## src/inc/dop_pkg.sv

```systemverilog
// package for the accelerator operation and observation register bank
//
// Summary of operation
// - operation word holds a right-shift amount field, values zero to 32.
// - shift amount applies only to arithmetic ops carrying the shift option.
// - shift source bit picks field low five bits or shared word low five.
// - rounding bit set enables auto-rounding of shifted results.
// - clamp field: none, unsigned 8, signed 16, adaptive to stored size.
// - condition field tests data status: always, >=0, !=0, >0, <=0, ==0, <0, never.
// - read-only flag shows condition outcome: zero true, one false.
// - writing the program counter clears the whole operation word.
// - in debug mode, fetching the break address stops execution.
// - two low break address bits are read-only and read as zero.
// - after a stop, fetched-instruction register shows the next instruction.
// - X and Y last pointer registers catch the latest read addresses.
// - Z last pointer register catches the latest written address.
// - X and Y read-word registers catch the latest read data.
// - Z written-word register catches the latest written data.
// - accumulator width is a build parameter, default 72 bits.
// - host reads accumulator as three 32-bit slices, low to high.
// - version word is read-only and fixed at build time.
// - a loop count whose low eight bits are zero makes the repeat instruction a no-op.
package dop_pkg;
    // *************************************************************
    // register offsets (byte addresses)
    // *************************************************************
    localparam logic [7:0] DOP_PC_OFS = 8'h00;
    localparam logic [7:0] DOP_LOOPCNT_OFS = 8'h2C;
    localparam logic [7:0] DOP_OPPAR_OFS = 8'h30;
    localparam logic [7:0] DOP_TEMP_OFS = 8'h38;
    localparam logic [7:0] DOP_VER_OFS = 8'h3C;
    localparam logic [7:0] DOP_BRK_OFS = 8'h40;
    localparam logic [7:0] DOP_IFR_OFS = 8'h44;
    localparam logic [7:0] DOP_XPTR_OFS = 8'h48;
    localparam logic [7:0] DOP_YPTR_OFS = 8'h4C;
    localparam logic [7:0] DOP_ZPTR_OFS = 8'h50;
    localparam logic [7:0] DOP_XDAT_OFS = 8'h54;
    localparam logic [7:0] DOP_YDAT_OFS = 8'h58;
    localparam logic [7:0] DOP_ZDAT_OFS = 8'h5C;
    localparam logic [7:0] DOP_ACC0_OFS = 8'h60;
    localparam logic [7:0] DOP_ACC1_OFS = 8'h64;
    localparam logic [7:0] DOP_ACC2_OFS = 8'h68;
    localparam logic [7:0] DOP_DBG_OFS = 8'h6C;
    // *************************************************************
    // field positions and reset values
    // *************************************************************
    localparam int DOP_SRC_BIT = 6;
    localparam int DOP_RND_BIT = 7;
    localparam int DOP_CLAMP_LSB = 8;
    localparam int DOP_COND_LSB = 16;
    localparam int DOP_FLAG_BIT = 19;
    localparam logic [5:0] DOP_SHIFT_MAX = 6'h20;
    localparam logic [31:0] DOP_ZERO_RST = 32'h0000_0000;
    localparam logic [31:0] DOP_SEG_RST = 32'h0000_0000;
    localparam logic [31:0] DOP_OPPAR_WMASK = 32'h0007_03FF;
    localparam logic [31:0] DOP_BRK_WMASK = 32'hFFFF_FFFC;
    // version word value is arbitrary
    localparam logic [31:0] DOP_VERSION = 32'h0001_0000;
    localparam int DOP_ACC_W = 72;
    // *************************************************************
    // types
    // *************************************************************
    typedef struct packed {
        logic [5:0] shift_amount_field;
        logic shift_src;
        logic rounding_on;
        logic [1:0] clamp_mode;
        logic [2:0] condition_code;
    } dop_oppar_t;
    typedef struct packed {
        logic wr;
        logic rd;
        logic [7:0] addr;
        logic [31:0] wdata;
    } dop_bus_t;
    typedef struct packed {
        logic valid;
        logic [31:0] addr;
        logic [31:0] data;
    } dop_xfer_t;
    typedef enum logic [2:0] {
        DOP_RUN = 3'b001,
        DOP_DEBUG = 3'b010,
        DOP_STOP = 3'b100
    } dop_state_t;
endpackage

```

## src/dop_regs.sv

```systemverilog
// operation parameter and observation register bank of the accelerator
`timescale 1ns/100ps
module dop_regs
    import dop_pkg::*;
#(
    parameter int ACC_W = DOP_ACC_W,
    parameter logic [31:0] VERSION = DOP_VERSION
)
(
    input wire logic sys_clk,
    input wire logic arst_n,
    input wire dop_bus_t bus,
    output logic [31:0] rdata,
    input wire logic [31:0] shared_pointer_word,
    input wire logic status_neg,
    input wire logic status_zero,
    input wire logic fetch_valid,
    input wire logic [31:0] fetch_addr,
    input wire logic [31:0] fetch_code,
    input wire logic halt_seen,
    input wire logic resume,
    input wire dop_xfer_t x_rd,
    input wire dop_xfer_t y_rd,
    input wire dop_xfer_t z_wr,
    input wire logic [ACC_W-1:0] accumulator,
    input wire logic loop_is_repeat,
    input wire logic cond_wr_req,
    output logic [4:0] shift_eff,
    output logic shift_use,
    output logic round_use,
    output logic [1:0] clamp_mode,
    output logic cond_exec_flag,
    output logic cond_wr_en,
    output logic loop_skip,
    output logic halted,
    output logic [31:0] pc
);
    // ***********************************************************
    // decode
    // ***********************************************************
    dop_oppar_t opp_q;
    dop_state_t st_q;
    logic [31:0] temp_q, brk_q, ifr_q, dbg_q, loopcnt_q;
    dop_xfer_t xl_q, yl_q, zl_q;
    logic pc_wr, opp_wr, cond_true;
    logic [95:0] acc_wide;

    assign pc_wr = bus.wr && bus.addr == DOP_PC_OFS;
    assign opp_wr = bus.wr && bus.addr == DOP_OPPAR_OFS;
    assign acc_wide = 96'(accumulator);

    // condition test on data status
    always_comb
    begin
        case (opp_q.condition_code)
            3'h0: cond_true = 1'b1;
            3'h1: cond_true = !status_neg;
            3'h2: cond_true = !status_zero;
            3'h3: cond_true = !status_neg && !status_zero;
            3'h4: cond_true = status_neg || status_zero;
            3'h5: cond_true = status_zero;
            3'h6: cond_true = status_neg;
            default: cond_true = 1'b0;
        endcase
    end
    assign cond_exec_flag = !cond_true;
    assign cond_wr_en = cond_wr_req && cond_true;

    // shift amount source, only for ops with the shift option
    assign shift_eff = opp_q.shift_src ? shared_pointer_word[4:0]
        : opp_q.shift_amount_field[4:0];
    // amount 32 uses bit 5, so field width is kept at six bits
    assign shift_use = opp_q.shift_amount_field == DOP_SHIFT_MAX;
    assign round_use = opp_q.rounding_on;
    assign clamp_mode = opp_q.clamp_mode;
    assign loop_skip = loop_is_repeat && loopcnt_q[7:0] == 8'h00;
    assign halted = st_q == DOP_STOP;

    // ***********************************************************
    // host-writable registers
    // ***********************************************************
    // operation word; a pc write wins and clears it
    always_ff @(posedge sys_clk or negedge arst_n)
    begin
        if (!arst_n)
            opp_q <= '0;
        else if (pc_wr)
            opp_q <= '0;
        else if (opp_wr)
        begin
            opp_q.shift_amount_field <= bus.wdata[5:0] > DOP_SHIFT_MAX
                ? DOP_SHIFT_MAX : bus.wdata[5:0];
            opp_q.shift_src <= bus.wdata[DOP_SRC_BIT];
            opp_q.rounding_on <= bus.wdata[DOP_RND_BIT];
            opp_q.clamp_mode <= bus.wdata[DOP_CLAMP_LSB +: 2];
            opp_q.condition_code <= bus.wdata[DOP_COND_LSB +: 3];
        end
    end

    // plain writable words
    always_ff @(posedge sys_clk or negedge arst_n)
    begin
        if (!arst_n)
        begin
            temp_q <= DOP_ZERO_RST;
            brk_q <= DOP_SEG_RST;
            dbg_q <= DOP_ZERO_RST;
            loopcnt_q <= DOP_ZERO_RST;
            pc <= DOP_ZERO_RST;
        end
        else if (bus.wr)
        begin
            if (bus.addr == DOP_TEMP_OFS)
                temp_q <= bus.wdata;
            else if (bus.addr == DOP_BRK_OFS)
                brk_q <= bus.wdata & DOP_BRK_WMASK;
            else if (bus.addr == DOP_DBG_OFS)
                dbg_q <= {31'h0, bus.wdata[0]};
            else if (bus.addr == DOP_LOOPCNT_OFS)
                loopcnt_q <= {16'h0, bus.wdata[15:0]};
            else if (bus.addr == DOP_PC_OFS)
                pc <= bus.wdata;
        end
    end

    // ***********************************************************
    // debug stop control
    // ***********************************************************
    always_ff @(posedge sys_clk or negedge arst_n)
    begin
        if (!arst_n)
            st_q <= DOP_RUN;
        else
            case (st_q)
                DOP_RUN:
                    if (halt_seen)
                        st_q <= DOP_STOP;
                    else if (dbg_q[0])
                        st_q <= DOP_DEBUG;
                DOP_DEBUG:
                    if (halt_seen || (fetch_valid && fetch_addr == brk_q))
                        st_q <= DOP_STOP;
                    else if (!dbg_q[0])
                        st_q <= DOP_RUN;
                DOP_STOP:
                    if (resume)
                        st_q <= dbg_q[0] ? DOP_DEBUG : DOP_RUN;
                default: st_q <= DOP_RUN;
            endcase
    end

    // fetched code frozen while stopped, so it names the next one
    always_ff @(posedge sys_clk or negedge arst_n)
    begin
        if (!arst_n)
            ifr_q <= DOP_ZERO_RST;
        else if (fetch_valid && st_q != DOP_STOP)
            ifr_q <= fetch_code;
    end

    // ***********************************************************
    // bus observation captures
    // ***********************************************************
    always_ff @(posedge sys_clk or negedge arst_n)
    begin
        if (!arst_n)
        begin
            xl_q <= '0;
            yl_q <= '0;
            zl_q <= '0;
        end
        else
        begin
            if (x_rd.valid)
                xl_q <= x_rd;
            if (y_rd.valid)
                yl_q <= y_rd;
            if (z_wr.valid)
                zl_q <= z_wr;
        end
    end

    // ***********************************************************
    // read port, data one cycle after the strobe
    // ***********************************************************
    // read-only offsets have no write path at all
    always_ff @(posedge sys_clk or negedge arst_n)
    begin
        if (!arst_n)
            rdata <= DOP_ZERO_RST;
        else if (!bus.rd)
            rdata <= DOP_ZERO_RST;
        else if (bus.addr == DOP_OPPAR_OFS)
            rdata <= {12'h0, cond_exec_flag, opp_q.condition_code, 6'h0,
                opp_q.clamp_mode, opp_q.rounding_on, opp_q.shift_src,
                opp_q.shift_amount_field};
        else if (bus.addr == DOP_TEMP_OFS)
            rdata <= temp_q;
        else if (bus.addr == DOP_VER_OFS)
            rdata <= VERSION;
        else if (bus.addr == DOP_BRK_OFS)
            rdata <= {brk_q[31:2], 2'b00};
        else if (bus.addr == DOP_IFR_OFS)
            rdata <= ifr_q;
        else if (bus.addr == DOP_XPTR_OFS)
            rdata <= xl_q.addr;
        else if (bus.addr == DOP_YPTR_OFS)
            rdata <= yl_q.addr;
        else if (bus.addr == DOP_ZPTR_OFS)
            rdata <= zl_q.addr;
        else if (bus.addr == DOP_XDAT_OFS)
            rdata <= xl_q.data;
        else if (bus.addr == DOP_YDAT_OFS)
            rdata <= yl_q.data;
        else if (bus.addr == DOP_ZDAT_OFS)
            rdata <= zl_q.data;
        else if (bus.addr == DOP_ACC0_OFS)
            rdata <= acc_wide[31:0];
        else if (bus.addr == DOP_ACC1_OFS)
            rdata <= acc_wide[63:32];
        else if (bus.addr == DOP_ACC2_OFS)
            rdata <= acc_wide[95:64];
        else if (bus.addr == DOP_DBG_OFS)
            rdata <= {29'h0, st_q == DOP_STOP, st_q == DOP_DEBUG, dbg_q[0]};
        else if (bus.addr == DOP_LOOPCNT_OFS)
            rdata <= loopcnt_q;
        else if (bus.addr == DOP_PC_OFS)
            rdata <= pc;
        else
            rdata <= DOP_ZERO_RST;
    end
endmodule

```

## config.mk

```make
export PLATFORM = sky130hd
export DESIGN_NAME = dop_regs
export DESIGN_NICKNAME = d
export VERILOG_FILES = /design/src/inc/dop_pkg.sv /design/src/dop_regs.sv
export SDC_FILE = /design/constraint.sdc
export NUM_CORES = 1
export LEC_CHECK = 0
export BUFFER_PORTS_ARGS = -buffer_cell sky130_fd_sc_hd__buf_4
export CAP_MARGIN = 40
export CORE_AREA = 2 2 190 192
export CTS_CLUSTER_DIAMETER = 50
export CTS_CLUSTER_SIZE = 25
export DETAILED_ROUTE_END_ITERATION = 6
export DIE_AREA = 0 0 192 194
export PLACE_DENSITY = 0.81
export REMOVE_ABC_BUFFERS = 1
export SLEW_MARGIN = 15
export SYNTH_ARGS = -nofsm -noshare
export SYNTH_HDL_FRONTEND = slang
export SYNTH_SLANG_ARGS = --single-unit
```

## constraint.sdc

```tcl
create_clock -name sys_clk -period 2.8 [get_ports sys_clk]
set_clock_uncertainty 0.1 [all_clocks]
set_input_delay 0 -clock sys_clk [delete_from_list [all_inputs] [get_ports sys_clk]]
set_output_delay 0 -clock sys_clk [all_outputs]
set_load 0.01 [all_outputs]
```

==> out/metrics.yaml <==
fmax_mhz: 356
relSlewSlack_pct: 37.5
violations: "design-rule violations, negative setup slack"
finalSetupTns_ns: -0.00865
setup_ws_ns: -0.00865
drt_first_pass_iters: 7
portBuffers: 463
nets: 2874
drc: 12
grt_max_degree: 67
num_vias: 20300
synth.avg_cell_area_sq_um: 11.8
setup_viol_count_final: 1
area_delta_synth_final_pct: 48.8
worstSetupStartpointType: "flop"
worstMarginPinSlew_ns: 0.935
cts_buffer_depth: 3
cap_violations: 0
period_share_pct: 100
wire_per_inst_microns: 31.6
irDropWorstVdd_v: 0.000547
via_per_inst: 6.85
cts_tree: "built"
syn-instance-count: 1619
io_pins: 491
cts_setup_buffers: 0
grt_pass1_vias: 21000
grt_overflow_total: 0
netlist_area_sq_um: 19000
power_density_nw_per_um2: 513
yosysWarnings: 0
initial_utilization_pct: 54.1
hold_violations: 0
dp_slack_ns: 0.253
synth_edf_count: 0
die_area_sq_um: 37200
cellLeakagePower_nw: 12.8
core_area_sq_um: 35200
critPathKind: "reg2reg"
critPathMaxFanout: 3
status: "complete, but fails checks"
die_y_microns: 194
cts_sinks: 383
initialDrtViolationCount: 3224
hold_class: "in2reg"
synthArstFlopShare_pct: 100
synthFlopType: "dfrtp_1"
dp_hpwl_mm: 57.7
cts_made_buffers: 38
n_fill_cell: 1956
num_rows: 69
clk_latency_ns: 0.56
drive_gt1_share_pct: 39.1
yosysUniqueCellTypes: 83
gp_congestion: 0.946
drv_slew: 0
min_period_ns: 2.81
cts.reportedPaths.clkPinSlew_ns: 0.09
worst_ep_required_time_ns: 3.16
grt_use_total_pct: 49.9
grt_pass1_wl_mm: 134
htree_num_levels: 2
ant_nets: 0
wirelength_mm: 93.4
antenna_found_initial: 7
rsz0062_at_grt: "false"
die_w_microns: 192
end_kind: "flop"
yosys_register_bits: 383
ys_seq_area_share_pct: 50.3
cp.arrival_ns: 3.17
cts_root_buf: "clkbuf_16"
metal layers:
metal	up-vias	wire [microns]	global-route usage (%)
met5	-	73	0
met4	4	9050	36.4
met3	773	13700	20.3
met2	2104	39900	73.3
met1	9650	30700	58.8
li1	7742	-	-
final cells by class:
cell class / count / area (sq um) / area share, %
Antenna cell: 10 / 25.0 / 0.0883
Clock buffer: 40 / 990 / 3.49
Clock inverter: 29 / 318 / 1.12
Inverter: 14 / 52.6 / 0.185
Multi-Input combinational cell: 1103 / 8860 / 31.3
Sequential cell: 383 / 9590 / 33.8
Tap cell: 461 / 577 / 2.04
Timing Repair Buffer: 920 / 7940 / 28.0
path summary, 6_finish.rpt:
kind / from / endpoint / slack (ns) / cells past startpoint
worst max-delay path: brk_q[31] / st_q[2] / -0.009 / 7
worst min-delay path: y_rd[64] / yl_q[21] / 0.008 / 2
worst max register to register: brk_q[31] / st_q[2] / -0.009 / 7
worst min register to register: loopcnt_q[9] / loopcnt_q[9] / 0.39 / 1
max in group asynchronous: arst_n / zl_q[7] / 1.52 / 4
min in group asynchronous: arst_n / ifr_q[8] / 0.38 / 3
critical path: stages, from the launching register on:
cell           delay [ns]
dfrtp_1              0.43
xnor2_1              0.45
nand4_1              0.33
nor4_1               0.35
nand4_1              0.14
a21oi_1              0.23
o21bai_1             0.13
dlygate4sd3_1        0.55
cells by family after synthesis:
logic type / after synthesis / share of synthesized area (%)
xor gates and xnor gates: 30 / 1.38
DFF: 383 / 50.3
buffers and inverters: 133 / 3.43
and+or+nand+nor: 268 / 7.58
muxes: 368 / 22.4
AOI/OAI and AO/OA: 437 / 14.8
cell usage in the layout (no fill, tap or decap), types with 17 or more instances in the layout:
cell type / instances
mux2_4: 39
xnor2_1: 27
clkbuf_16: 39
a221oi_1: 17
mux2_1: 40
o22ai_1: 32
o21ai_0: 114
a22oi_1: 19
nor2_1: 54
mux2i_1: 23
a21oi_1: 110
dlygate4sd3_1: 357
buf_4: 553
mux2_2: 265
dfrtp_1: 382
nand2_1: 85
a22o_1: 28
power breakdown:
part	switching [mW]	internal, mW
logic	1.23	1.45
clock network	2.64	2.83
registers	0.390	6.00
total	4.26	10.3
flip-flops by register name (all words and copies together), names as in the netlist, 16 cells and up:
register / flops
rdata: 32
zl_q: 64
ifr_q: 32
brk_q: 30
xl_q: 64
yl_q: 64
pc: 32
temp_q: 32
loopcnt_q: 16
stage by stage:
| stage | cell area (sq um) | power [mW] | instances | hold slack (ns) | utilization (%) |
|---|---|---|---|---|---|
| 2_1_floorplan | 18400 | 7.16 | 1500 | -0.396 | - |
| 3_3_place_gp | 23400 | 8.36 | 2522 | -0.0792 | 66.4 |
| 3_5_place_dp | 23400 | 8.45 | 2523 | -0.0747 | 66.4 |
| 4_1_cts | 28300 | 14.2 | 2950 | 0.000340 | 80.4 |
| 5_1_grt | 28300 | 14.8 | 2951 | 0.0230 | 80.4 |
| 6_report | 28300 | 14.5 | 2960 | 0.00776 | 80.5 |
Yosys cell counts, drive strengths merged, types with 4 or more instances:
master	number	share of area, %
dfrtp	382	50
mux2	344	21
o21ai	119	3.1
a21oi	110	2.9
nand2	88	1.7
buf	73	2.2
nor2	64	1.5
clkbuf	46	0.91
o22ai	32	1.1
a22o	28	1.3
xnor2	28	1.3
mux2i	23	1.2
a22oi	19	0.75
a221oi	18	0.86
nor3	17	0.47
nand3	16	0.42
nor2b	15	0.49
a32oi	14	0.64
inv	13	0.26
o211ai	12	0.47
a211oi	10	0.39
a2bb2oi	10	0.46
a31oi	10	0.33
nand2b	9	0.30
nor4	9	0.41
nand4	8	0.26
a221o	7	0.37
a222oi	7	0.37
o21a	7	0.28
o221ai	6	0.28
and3	5	0.16
nor4b	5	0.34
o32ai	5	0.23
or4b	5	0.26
and2	4	0.14
nand3b	4	0.18
nand4bb	4	0.26
or3	4	0.13
what timing repair did:
action / 4_1_cts / 5_1_grt
hold buffers: 358 / 0
setup endpoints to repair: 0 / 1
resized for setup: 0 / 1
endpoints found under the hold margin: 758 / 0
(Power assumes the default switching activity.)
